[src/core/mrc_regs.svh]
// Contract
// - overload time counts at reference load 180% (<=200 W) or 150% (larger drives).
// - overload time 0.1..40.0 s, default 30.0 s, applies at once.
// - power-on start guard defaults enabled; active run input at power-up ignored.
// - guard at 0 with run input held lets motor start right after power-up.
// - motor stops when run input drops or power is removed.
// - with no data number selected, speed of entry zero is used.
// - stop-holding gives about 50% rated torque at standstill; lost without power.
// - stop-holding defaults off; change applies only after configuration executes.
// - holding force starts once shaft is displaced about 15 degrees.
// - torque limit of 50% or less caps the holding torque.
// - time unit 0 reads ramp times per 3000 r/min.
// - time unit 1 with digital speed reads ramp times to commanded speed.
// - time unit selection ignored in input modes 3 and 5.
// - softening filter 0 none, 1, 2; takes effect only after motor stops.
// - input mode field has six codes, default 0, applies after configuration.
// - each 2-wire mode defines response to forward and reverse both on.
// - each 3-wire mode defines response to direction select change.
// - 3-wire: forward is start/stop, reverse is run/brake, stop-mode is direction.
// - speed-reached asserted while running forward or reverse and speed within plus/minus width of command.
// - detection width 1..400 r/min, default 200, applies at once.
`ifndef MRC_REGS_SVH
`define MRC_REGS_SVH
`define MRC_ADDR_CTRL       12'h000
`define MRC_ADDR_OVL_TIME   12'h004
`define MRC_ADDR_VA_WIDTH   12'h008
`define MRC_ADDR_CFG_EXEC   12'h00C
`define MRC_ADDR_SPEED0     12'h010
`define MRC_ADDR_SPEED_SEL  12'h014
`define MRC_ADDR_STATUS     12'h018
`define MRC_ADDR_ACT_SPEED  12'h01C
`define MRC_ADDR_EFF_CFG    12'h020
`define MRC_ADDR_TORQUE     12'h024
`define MRC_CTRL_GUARD_BIT  0
`define MRC_CTRL_HOLD_BIT   1
`define MRC_CTRL_UNIT_BIT   2
`define MRC_CTRL_FILT_LSB   4
`define MRC_CTRL_MODE_LSB   8
`define MRC_CTRL_RST        32'h0000_0001
`define MRC_OVL_MIN         16'd1
`define MRC_OVL_MAX         16'd400
`define MRC_OVL_RST         16'd300
`define MRC_VA_MIN          16'd1
`define MRC_VA_MAX          16'd400
`define MRC_VA_RST          16'd200
`define MRC_RATED_RPM       16'd3000
`define MRC_REF_LOAD_SMALL  16'd180
`define MRC_REF_LOAD_LARGE  16'd150
`define MRC_HOLD_PCT        8'd50
`define MRC_HOLD_DEG10      16'd150
`define MRC_TENTH_NS        100000000
`define MRC_CLK_NS          5
`define MRC_TENTH_CYC       (`MRC_TENTH_NS / `MRC_CLK_NS)
`endif

[src/core/mrc_pkg.sv]
package mrc_pkg;
  typedef enum logic [2:0] {
    MRC_2W1 = 3'b000,
    MRC_3W1 = 3'b001,
    MRC_2W2 = 3'b010,
    MRC_2W3 = 3'b011,
    MRC_3W2 = 3'b100,
    MRC_3W3 = 3'b101
  } mrc_mode_t;
  typedef enum logic [1:0] {
    MRC_ST_STOP = 2'b00,
    MRC_ST_FWD  = 2'b01,
    MRC_ST_REV  = 2'b10,
    MRC_ST_BRK  = 2'b11
  } mrc_state_t;
  typedef enum logic [1:0] {
    MRC_FILT_NONE = 2'b00,
    MRC_FILT_1    = 2'b01,
    MRC_FILT_2    = 2'b10
  } mrc_filt_t;
endpackage

[src/core/mrc_run_ctrl.sv]
`timescale 1ns/1ps
`include "mrc_regs.svh"
module mrc_run_ctrl #(
  parameter int unsigned TENTH_CYC = `MRC_TENTH_CYC,
  parameter bit          SMALL_DRV = 1'b1
) (
  // clock and reset
  input  wire logic                 clk_i,
  input  wire logic                 sys_rst_i,
  // apb slave
  input  wire logic                 psel_i,
  input  wire logic                 penable_i,
  input  wire logic                 pwrite_i,
  input  wire logic [11:0]          paddr_i,
  input  wire logic [31:0]          pwdata_i,
  output logic      [31:0]          prdata_o,
  output logic                      pready_o,
  output logic                      pslverr_o,
  // run inputs from pins
  input  wire logic                 forward_run_input_i,
  input  wire logic                 reverse_run_input_i,
  input  wire logic                 direction_select_input_i,
  // power stage feedback
  input  wire logic [15:0]          act_speed_i,
  input  wire logic [15:0]          load_pct_i,
  input  wire logic [15:0]          shaft_disp_i,
  input  wire logic [7:0]           torque_limit_i,
  // power stage commands
  output mrc_pkg::mrc_state_t       run_state_o,
  output logic [15:0]               cmd_speed_o,
  output logic                      unit_per_cmd_o,
  output mrc_pkg::mrc_filt_t        filter_sel_o,
  output logic [7:0]                hold_torque_o,
  output logic                      overload_alarm_o,
  output logic                      guard_alarm_o,
  output logic                      speed_reached_output_o
);
  import mrc_pkg::*;

  ////////////////////////////////////////////////////////////////
  // pin synchronisers
  logic [2:0] pin_s1_ff;
  logic [2:0] pin_s2_ff;
  always_ff @(posedge clk_i or posedge sys_rst_i) begin
    if (sys_rst_i) begin
      pin_s1_ff <= 3'h0;
      pin_s2_ff <= 3'h0;
    end else begin
      pin_s1_ff <= {direction_select_input_i, reverse_run_input_i, forward_run_input_i};
      pin_s2_ff <= pin_s1_ff;
    end
  end
  logic fwd_in;
  logic rev_in;
  logic dir_in;
  assign fwd_in = pin_s2_ff[0];
  assign rev_in = pin_s2_ff[1];
  assign dir_in = pin_s2_ff[2];

  ////////////////////////////////////////////////////////////////
  // apb registers
  logic [31:0] ctrl_ff;
  logic [15:0] ovl_time_ff;
  logic [15:0] va_width_ff;
  logic [15:0] speed0_ff;
  logic [15:0] speed_sel_ff;
  logic        wr_en;
  logic        cfg_exec;
  assign wr_en     = psel_i & penable_i & pwrite_i;
  assign cfg_exec  = wr_en & (paddr_i == `MRC_ADDR_CFG_EXEC) & pwdata_i[0];
  assign pready_o  = 1'b1;

  always_ff @(posedge clk_i or posedge sys_rst_i) begin
    if (sys_rst_i) begin
      ctrl_ff      <= `MRC_CTRL_RST;
      ovl_time_ff  <= `MRC_OVL_RST;
      va_width_ff  <= `MRC_VA_RST;
      speed0_ff    <= 16'h0000;
      speed_sel_ff <= 16'h0000;
    end else if (wr_en) begin
      unique case (paddr_i)
        `MRC_ADDR_CTRL: begin
          ctrl_ff <= pwdata_i & 32'h0000_0737;
        end
        `MRC_ADDR_OVL_TIME: begin
          if (pwdata_i[15:0] >= `MRC_OVL_MIN && pwdata_i[15:0] <= `MRC_OVL_MAX) begin
            ovl_time_ff <= pwdata_i[15:0];
          end
        end
        `MRC_ADDR_VA_WIDTH: begin
          if (pwdata_i[15:0] >= `MRC_VA_MIN && pwdata_i[15:0] <= `MRC_VA_MAX) begin
            va_width_ff <= pwdata_i[15:0];
          end
        end
        `MRC_ADDR_SPEED0: begin
          speed0_ff <= pwdata_i[15:0];
        end
        `MRC_ADDR_SPEED_SEL: begin
          speed_sel_ff <= pwdata_i[15:0];
        end
        default: begin
        end
      endcase
    end
  end

  logic addr_ok;
  always_comb begin
    addr_ok = 1'b1;
    unique case (paddr_i)
      `MRC_ADDR_CTRL, `MRC_ADDR_OVL_TIME, `MRC_ADDR_VA_WIDTH, `MRC_ADDR_CFG_EXEC, `MRC_ADDR_SPEED0,
      `MRC_ADDR_SPEED_SEL, `MRC_ADDR_STATUS, `MRC_ADDR_ACT_SPEED, `MRC_ADDR_EFF_CFG,
      `MRC_ADDR_TORQUE: addr_ok = 1'b1;
      default: addr_ok = 1'b0;
    endcase
  end
  assign pslverr_o = psel_i & penable_i & ~addr_ok;

  ////////////////////////////////////////////////////////////////
  // configured values: hold and mode on config execute, filter at stop
  logic       hold_en_ff;
  mrc_mode_t  mode_ff;
  mrc_filt_t  filt_ff;
  mrc_state_t state_ff;
  always_ff @(posedge clk_i or posedge sys_rst_i) begin
    if (sys_rst_i) begin
      hold_en_ff <= 1'b0;
      mode_ff    <= MRC_2W1;
    end else if (cfg_exec) begin
      hold_en_ff <= ctrl_ff[`MRC_CTRL_HOLD_BIT];
      if (ctrl_ff[`MRC_CTRL_MODE_LSB+:3] <= 3'h5) begin
        mode_ff <= mrc_mode_t'(ctrl_ff[`MRC_CTRL_MODE_LSB+:3]);
      end
    end
  end
  always_ff @(posedge clk_i or posedge sys_rst_i) begin
    if (sys_rst_i) begin
      filt_ff <= MRC_FILT_NONE;
    end else if (state_ff == MRC_ST_STOP && ctrl_ff[`MRC_CTRL_FILT_LSB+:2] != 2'h3) begin
      filt_ff <= mrc_filt_t'(ctrl_ff[`MRC_CTRL_FILT_LSB+:2]);
    end
  end

  ////////////////////////////////////////////////////////////////
  // power-on start guard: decided once the synced pins are valid
  logic [2:0] arm_cnt_ff;
  logic       arming;
  logic       guard_hit;
  logic       guard_ff;
  logic       run_req;
  assign arming    = arm_cnt_ff != 3'h4;
  assign guard_hit = (arm_cnt_ff == 3'h3) && run_req && ctrl_ff[`MRC_CTRL_GUARD_BIT];
  always_ff @(posedge clk_i or posedge sys_rst_i) begin
    if (sys_rst_i) begin
      arm_cnt_ff <= 3'h0;
      guard_ff   <= 1'b0;
    end else begin
      if (arming) begin
        arm_cnt_ff <= arm_cnt_ff + 3'h1;
      end
      if (guard_hit) begin
        guard_ff <= 1'b1;
      end else if (!run_req) begin
        guard_ff <= 1'b0;
      end
    end
  end
  assign guard_alarm_o = guard_ff;

  ////////////////////////////////////////////////////////////////
  // run decode per input mode
  logic is_3w;
  assign is_3w = (mode_ff == MRC_3W1) || (mode_ff == MRC_3W2) || (mode_ff == MRC_3W3);
  assign run_req = is_3w ? fwd_in : (fwd_in | rev_in);
  logic       dir_q_ff;
  logic       first_ff;
  logic       dir_hold_ff;
  logic       dir_hit;
  mrc_state_t nxt_state;
  // direction change that stops or brakes until start is released
  assign dir_hit = is_3w && fwd_in && rev_in && (dir_in != dir_q_ff) && (state_ff != MRC_ST_STOP)
                   && (mode_ff == MRC_3W2 || mode_ff == MRC_3W3);
  always_comb begin
    nxt_state = MRC_ST_STOP;
    if (arming || guard_hit || guard_ff || overload_alarm_o) begin
      nxt_state = MRC_ST_STOP;
    end else if (is_3w) begin
      if (!fwd_in) begin
        nxt_state = MRC_ST_STOP;
      end else if (!rev_in) begin
        nxt_state = MRC_ST_BRK;
      end else if (dir_hold_ff) begin
        nxt_state = (mode_ff == MRC_3W3) ? MRC_ST_BRK : MRC_ST_STOP;
      end else if (dir_in != dir_q_ff && state_ff != MRC_ST_STOP) begin
        unique case (mode_ff)
          MRC_3W2: nxt_state = MRC_ST_STOP;
          MRC_3W3: nxt_state = MRC_ST_BRK;
          default: nxt_state = dir_in ? MRC_ST_REV : MRC_ST_FWD;
        endcase
      end else begin
        nxt_state = dir_in ? MRC_ST_REV : MRC_ST_FWD;
      end
    end else begin
      if (fwd_in && rev_in) begin
        unique case (mode_ff)
          MRC_2W2: nxt_state = first_ff ? MRC_ST_FWD : MRC_ST_REV;
          MRC_2W3: nxt_state = MRC_ST_BRK;
          default: nxt_state = MRC_ST_STOP;
        endcase
      end else if (fwd_in) begin
        nxt_state = MRC_ST_FWD;
      end else if (rev_in) begin
        nxt_state = MRC_ST_REV;
      end else begin
        nxt_state = MRC_ST_STOP;
      end
    end
  end
  always_ff @(posedge clk_i or posedge sys_rst_i) begin
    if (sys_rst_i) begin
      state_ff    <= MRC_ST_STOP;
      dir_q_ff    <= 1'b0;
      first_ff    <= 1'b0;
      dir_hold_ff <= 1'b0;
    end else begin
      state_ff <= nxt_state;
      dir_q_ff <= dir_in;
      if (!fwd_in || !is_3w) begin
        dir_hold_ff <= 1'b0;
      end else if (dir_hit) begin
        dir_hold_ff <= 1'b1;
      end
      if (fwd_in && !rev_in) begin
        first_ff <= 1'b1;
      end else if (rev_in && !fwd_in) begin
        first_ff <= 1'b0;
      end
    end
  end
  assign run_state_o = state_ff;

  ////////////////////////////////////////////////////////////////
  // speed command and ramp unit
  logic [15:0] cmd_speed_ff;
  logic        unit_ff;
  always_ff @(posedge clk_i or posedge sys_rst_i) begin
    if (sys_rst_i) begin
      cmd_speed_ff <= 16'h0000;
      unit_ff      <= 1'b0;
    end else begin
      cmd_speed_ff <= (speed_sel_ff == 16'h0000) ? speed0_ff : speed_sel_ff;
      unit_ff      <= ctrl_ff[`MRC_CTRL_UNIT_BIT] && mode_ff != MRC_2W3 && mode_ff != MRC_3W3;
    end
  end
  assign cmd_speed_o    = cmd_speed_ff;
  assign unit_per_cmd_o = unit_ff;
  assign filter_sel_o   = filt_ff;

  ////////////////////////////////////////////////////////////////
  // stop holding torque
  logic [7:0] hold_ff;
  always_ff @(posedge clk_i or posedge sys_rst_i) begin
    if (sys_rst_i) begin
      hold_ff <= 8'h00;
    end else if (hold_en_ff && state_ff == MRC_ST_STOP && shaft_disp_i >= `MRC_HOLD_DEG10) begin
      hold_ff <= (torque_limit_i <= `MRC_HOLD_PCT) ? torque_limit_i : `MRC_HOLD_PCT;
    end else begin
      hold_ff <= 8'h00;
    end
  end
  assign hold_torque_o = hold_ff;

  ////////////////////////////////////////////////////////////////
  // overload timer: tenths of seconds weighted by load factor
  logic [31:0] tick_ff;
  logic [31:0] acc_ff;
  logic        ovl_ff;
  logic [15:0] ref_load;
  logic        over_lvl;
  assign ref_load = SMALL_DRV ? `MRC_REF_LOAD_SMALL : `MRC_REF_LOAD_LARGE;
  assign over_lvl = load_pct_i > 16'd100;
  always_ff @(posedge clk_i or posedge sys_rst_i) begin
    if (sys_rst_i) begin
      tick_ff <= 32'h0;
      acc_ff  <= 32'h0;
      ovl_ff  <= 1'b0;
    end else begin
      if (!over_lvl) begin
        tick_ff <= 32'h0;
        acc_ff  <= 32'h0;
      end else if (tick_ff >= TENTH_CYC - 1) begin
        tick_ff <= 32'h0;
        acc_ff  <= acc_ff + {16'h0, load_pct_i};
      end else begin
        tick_ff <= tick_ff + 32'h1;
      end
      if (acc_ff >= 32'(ovl_time_ff) * 32'(ref_load)) begin
        ovl_ff <= 1'b1;
      end
    end
  end
  assign overload_alarm_o = ovl_ff;

  ////////////////////////////////////////////////////////////////
  // speed reached
  logic        va_ff;
  logic [16:0] diff;
  assign diff = (act_speed_i >= cmd_speed_ff) ? {1'b0, act_speed_i - cmd_speed_ff}
                                              : {1'b0, cmd_speed_ff - act_speed_i};
  always_ff @(posedge clk_i or posedge sys_rst_i) begin
    if (sys_rst_i) begin
      va_ff <= 1'b0;
    end else begin
      va_ff <= (state_ff == MRC_ST_FWD || state_ff == MRC_ST_REV) && diff <= {1'b0, va_width_ff};
    end
  end
  assign speed_reached_output_o = va_ff;

  ////////////////////////////////////////////////////////////////
  // register read
  always_comb begin
    prdata_o = 32'h0;
    unique case (paddr_i)
      `MRC_ADDR_CTRL:      prdata_o = ctrl_ff;
      `MRC_ADDR_OVL_TIME:  prdata_o = {16'h0, ovl_time_ff};
      `MRC_ADDR_VA_WIDTH:  prdata_o = {16'h0, va_width_ff};
      `MRC_ADDR_SPEED0:    prdata_o = {16'h0, speed0_ff};
      `MRC_ADDR_SPEED_SEL: prdata_o = {16'h0, speed_sel_ff};
      `MRC_ADDR_STATUS:    prdata_o = {26'h0, va_ff, guard_ff, ovl_ff, hold_en_ff, state_ff};
      `MRC_ADDR_ACT_SPEED: prdata_o = {16'h0, act_speed_i};
      `MRC_ADDR_EFF_CFG:   prdata_o = {26'h0, filt_ff, unit_ff, mode_ff};
      `MRC_ADDR_TORQUE:    prdata_o = {24'h0, hold_ff};
      default:             prdata_o = 32'h0;
    endcase
  end

  ////////////////////////////////////////////////////////////////
  // checks
  chk_va_width: assert property (@(posedge clk_i) disable iff (sys_rst_i)
    va_width_ff >= `MRC_VA_MIN && va_width_ff <= `MRC_VA_MAX) else $error("va width out of range");
  chk_ovl_range: assert property (@(posedge clk_i) disable iff (sys_rst_i)
    ovl_time_ff >= `MRC_OVL_MIN && ovl_time_ff <= `MRC_OVL_MAX) else $error("overload time out of range");
  chk_guard_stop: assert property (@(posedge clk_i) disable iff (sys_rst_i)
    guard_ff |=> state_ff == MRC_ST_STOP) else $error("motor ran under start guard");
  chk_run_drop: assert property (@(posedge clk_i) disable iff (sys_rst_i)
    (!is_3w && !fwd_in && !rev_in) |=> state_ff == MRC_ST_STOP) else $error("motor kept running");
  chk_hold_cap: assert property (@(posedge clk_i) disable iff (sys_rst_i)
    hold_ff <= `MRC_HOLD_PCT && hold_ff <= $past(torque_limit_i)) else $error("hold torque above cap");
  chk_hold_stop: assert property (@(posedge clk_i) disable iff (sys_rst_i)
    (hold_ff != 8'h00) |-> $past(state_ff) == MRC_ST_STOP && $past(hold_en_ff)) else $error("hold while running");
  chk_unit_mask: assert property (@(posedge clk_i) disable iff (sys_rst_i)
    ($past(mode_ff) == MRC_2W3 || $past(mode_ff) == MRC_3W3) |-> !unit_ff) else $error("unit used in mode 3 or 5");
  chk_va_match: assert property (@(posedge clk_i) disable iff (sys_rst_i)
    va_ff |-> $past(diff) <= {1'b0, $past(va_width_ff)}) else $error("speed reached outside width");
  chk_filt_stop: assert property (@(posedge clk_i) disable iff (sys_rst_i)
    $changed(filt_ff) |-> $past(state_ff) == MRC_ST_STOP) else $error("filter changed while running");
  chk_mode_cfg: assert property (@(posedge clk_i) disable iff (sys_rst_i)
    $changed(mode_ff) |-> $past(cfg_exec)) else $error("mode changed without configuration");
  chk_arm_stop: assert property (@(posedge clk_i) disable iff (sys_rst_i)
    arming |=> state_ff == MRC_ST_STOP) else $error("motor ran before power-on check");
  chk_guard_free: assert property (@(posedge clk_i) disable iff (sys_rst_i)
    (arm_cnt_ff == 3'h3 && !ctrl_ff[`MRC_CTRL_GUARD_BIT]) |=> !guard_ff) else $error("guard set while disabled");
  chk_dir_hold: assert property (@(posedge clk_i) disable iff (sys_rst_i)
    (dir_hold_ff && is_3w) |=> (state_ff == MRC_ST_STOP || state_ff == MRC_ST_BRK)) else $error("ran after dir hold");
  chk_brake_3w: assert property (@(posedge clk_i) disable iff (sys_rst_i)
    (is_3w && fwd_in && !rev_in && !arming && !guard_hit && !guard_ff && !ovl_ff) |=> state_ff == MRC_ST_BRK)
    else $error("no brake on run/brake low");
  chk_ovl_stop: assert property (@(posedge clk_i) disable iff (sys_rst_i)
    ovl_ff |=> state_ff == MRC_ST_STOP) else $error("motor ran under overload alarm");
  chk_ovl_sticky: assert property (@(posedge clk_i) disable iff (sys_rst_i)
    ovl_ff |=> ovl_ff) else $error("overload alarm cleared without reset");
endmodule

[config.mk]
export PLATFORM = sky130hd
export DESIGN_NAME = mrc_run_ctrl
export DESIGN_NICKNAME = d
export VERILOG_FILES = /design/src/core/mrc_pkg.sv /design/src/core/mrc_run_ctrl.sv
export VERILOG_INCLUDE_DIRS = /design/src /design/src/core
export SDC_FILE = /design/constraint.sdc
export NUM_CORES = 1
export LEC_CHECK = 0
export CORE_MARGIN = 8
export CORE_UTILIZATION = 60
export DETAILED_ROUTE_END_ITERATION = 12
export DONT_BUFFER_PORTS = 1
export MAX_ROUTING_LAYER = met4
export PLACE_DENSITY_LB_ADDON = 0.05
export SLEW_MARGIN = 20
export SYNTH_ARGS = -nofsm -noshare
export SYNTH_HDL_FRONTEND = slang
export SYNTH_SLANG_ARGS = --single-unit
[constraint.sdc]
create_clock -name clk_i -period 6.3 [get_ports clk_i]
set_clock_uncertainty 0.2 [all_clocks]
set_input_delay 0.315 -clock clk_i [delete_from_list [all_inputs] [get_ports clk_i]]
set_output_delay 0.315 -clock clk_i [all_outputs]
set_load 0.03 [all_outputs]
==> metrics <==
CP Launch Type=flop; total power=between 3 and 4 mW; DRT iter0 DRCs=953; Yosys warnings=0; critical path fanouts, max=5; run status=complete, no violations; # clock sinks=roughly 180; Mapped Avg Cell Area=9.485 sq um; share of cells above drive strength 1=0.09110; CP Data Required Time=roughly 6.4 ns; Detailed Place HPWL=between 20 and 25 mm; maxcap violations=0; Synth Area in Compound Gates=0.1524; commonest cells in the netlist=dfrtp_1 (176), inv_1 (141), ha_1 (135); peak supply drop=~0.22 mV; # DRC=0; ANT cells=0; number of flops mapped to enable cells by yosys=0; num rows=54; GRT overflow=0; Post-Route WL=roughly 33 mm; Reg2Reg Launch Point=ovl_time_ff[3]; router iterations before antenna repair=6; die width=about 170 um; worst-margin pin slew=just over 1 ns; Seq/Total Area, Yosys=0.3441; Highest Clock Rate=188.8 MHz; Root Driver=clkbuf_16; Slew Limit Fails=0; dominant cell type by area after synthesis=dfrtp_1; register bit count reported by yosys=around 180; WP data arrival=approximately 5.4 ns; Final Core Density=0.6688; CTS Buf Count=17; PD cells=237.8 mW/mm^2; DR vias/cell=a little under 6; Adder-Cell Fraction of Synth Area=0.1692; synth top area cells=dfrtp_1 (33%), ha_1 (13%), mux2_2 (4.7%), fa_1 (4.3%), inv_1 (3.9%); Top FF cell, synth=dfrtp_1; WL/cell=18.89 um; I/O pin count=174; Worst Setup End Kind=flop; final number of hold-violating endpoints=0; largest family of logic cells by synthesized area=adder cells; Rel. slew slack=0.3080; final setup vio count=0; H-tree depth=4; Reg clk slew, reported paths=roughly 0.070 ns; cell count after synthesis=1414; largest net degree at the start of global routing=69; fillcell total=roughly 1700; Routed Antenna Nets=0; clock buffer depth=2; final estimated routing congestion in global placement=between 0.9 and 1; min-delay src=load_pct_i[0]; CTS tree=built; Initial Util=0.6127; height of the die=165.5 um; min Tclk post-route=5.296 ns; leakage=between 7 and 8 nW; cell with the most instances after synthesis=dfrtp_1; Yosys cell types=a little under 80; final net count=1719; Synth top area share=0.3284; simple-gate area share of the yosys netlist=0.1543; area delta synth->final=9.161%; Syn Std Cell Area=0.01341 sq mm; port bufs=0; Total Routing Usage GR=0.2488; mux share of post-synthesis cell area=0.06549; RSZ-0062 raised after global routing=false; ys async rst share=1.000; die area=0.02739 sq mm; worst skew pair latency=between 0.4 and 0.5 ns; initial antenna violation count=0; setup_tns=0 ns; first-pass GRT wire length=~53 mm; CP Class=reg -> reg; Tcrit/Tclk final=0.8407; Vias=between 10000 and 15000; Hold Crit Class=in -> reg; core area=about 0.022 sq mm; vias in the first global route=between 10000 and 15000; xor/xnor share of the synthesized area=0.05159; CP Launch Point=ovl_time_ff[3]
through the flow:
step                      hold slack [ns]  instance area (sq um)  std cells  setup slack (ns)
after floorplan                    0.1312                  13500       1438            0.7979
after global placement            0.03962                  13620       1672             1.108
after detailed placement          0.04548                  13620       1672             1.049
after CTS                        0.002692                  14630       1740             1.015
after global routing              0.02197                  14640       1740            0.6576
final                            0.009174                  14640       1740             1.004
flip-flops by register name, summed over array words and instances (netlist names), 3 cells and up:
signal / flops
hold_torque_o: 8
mode_ff: 3
arm_cnt_ff: 3
speed_sel_ff: 16
pin_s2_ff: 3
tick_ff: 32
ctrl_ff: 8
acc_ff: 32
speed0_ff: 16
ovl_time_ff: 16
pin_s1_ff: 3
cmd_speed_o: 16
va_width_ff: 16
critical path, cell delays in order, from the launching register on:
cell       delay, ns
dfstp_2         0.58
ha_1            0.26
inv_1           0.09
fa_1            0.44
fa_1            0.54
inv_1           0.05
ha_1            0.24
a211oi_1        0.32
nor3_1          0.12
a2111oi_2       0.43
a22oi_1         0.27
a211o_1         0.32
a21oi_1         0.17
xor2_1          0.11
ha_1            0.30
nand4_1         0.11
or3_1           0.39
o22ai_1         0.14
nor2_1          0.06
o31ai_1         0.06
cell type report:
cell class,instances,area (sq um),share of cell area
timing repair buffer,43,412.9,0.02820
clock inverter,15,229.0,0.01564
inverter,142,540.5,0.03692
sequential,184,4614,0.3152
multi-input combinational,1059,8068,0.5511
tap,280,350.3,0.02393
clock buffer,17,425.4,0.02906
what timing repair did:
item                      4_1_cts  5_1_grt
resized for setup               0        0
hold endpoints to repair      125        0
buffers inserted                0        0
hold buffers                   36        0
path summary, 6_finish.rpt:
kind                                         end  slack (ns)  cells past startpoint
min in group asynchronous       hold_torque_o[1]        0.21                      2
worst max register to register  overload_alarm_o        1.00                     19
worst max-delay path            overload_alarm_o        1.00                     19
max in group asynchronous       speed_sel_ff[11]        4.50                      3
worst min register to register      pin_s2_ff[2]        0.15                      0
worst min-delay path                   acc_ff[0]       0.009                      3
power by group:
group	switching [mW]	internal (mW)
logic	0.517	0.424
registers	0.0994	1.27
clock network	0.523	0.650
total	1.14	2.34
kinds of logic (layout without fill, tap and decap cells):
group,Yosys count,after routing
and+or+nand+nor,406,406
AOI/OAI and AO/OA,305,305
DFF,184,184
adders and majority gates,164,164
other,2,26
buffers and inverters,195,217
muxes,79,79
xor gates and xnor gates,79,79
metal layers:
layer	part of all wire	vias to the layer above	wire, um	global-route usage
met5	0	-	0	-
met4	0.027	0	901	0.08523
met3	0.058	62	1897	0.03396
met2	0.49	297	15980	0.4045
met1	0.43	4986	14090	0.3160
li1	-	5014	-	-
placed cells by master, fill, tap and decap left out, types with 17 or more instances in the layout:
cell           synthesis  routed
nor2_1               119     119
fa_1                  29      29
xor2_1                43      43
nand3_1               40      40
conb_1                 2      26
a22oi_1               22      22
dlygate4sd3_1          0      36
nor2b_1               23      23
xnor2_1               36      36
o21ai_0               48      48
a21o_1                42      42
clkbuf_16              0      17
dfrtp_1              176     176
a21oi_1               79      79
inv_1                141     140
mux2_2                56      56
ha_1                 135     135
nand4_1               22      22
nor3_1                32      32
mux2i_1               18      18
nand2_1               83      83
(Power assumes the default switching activity.)
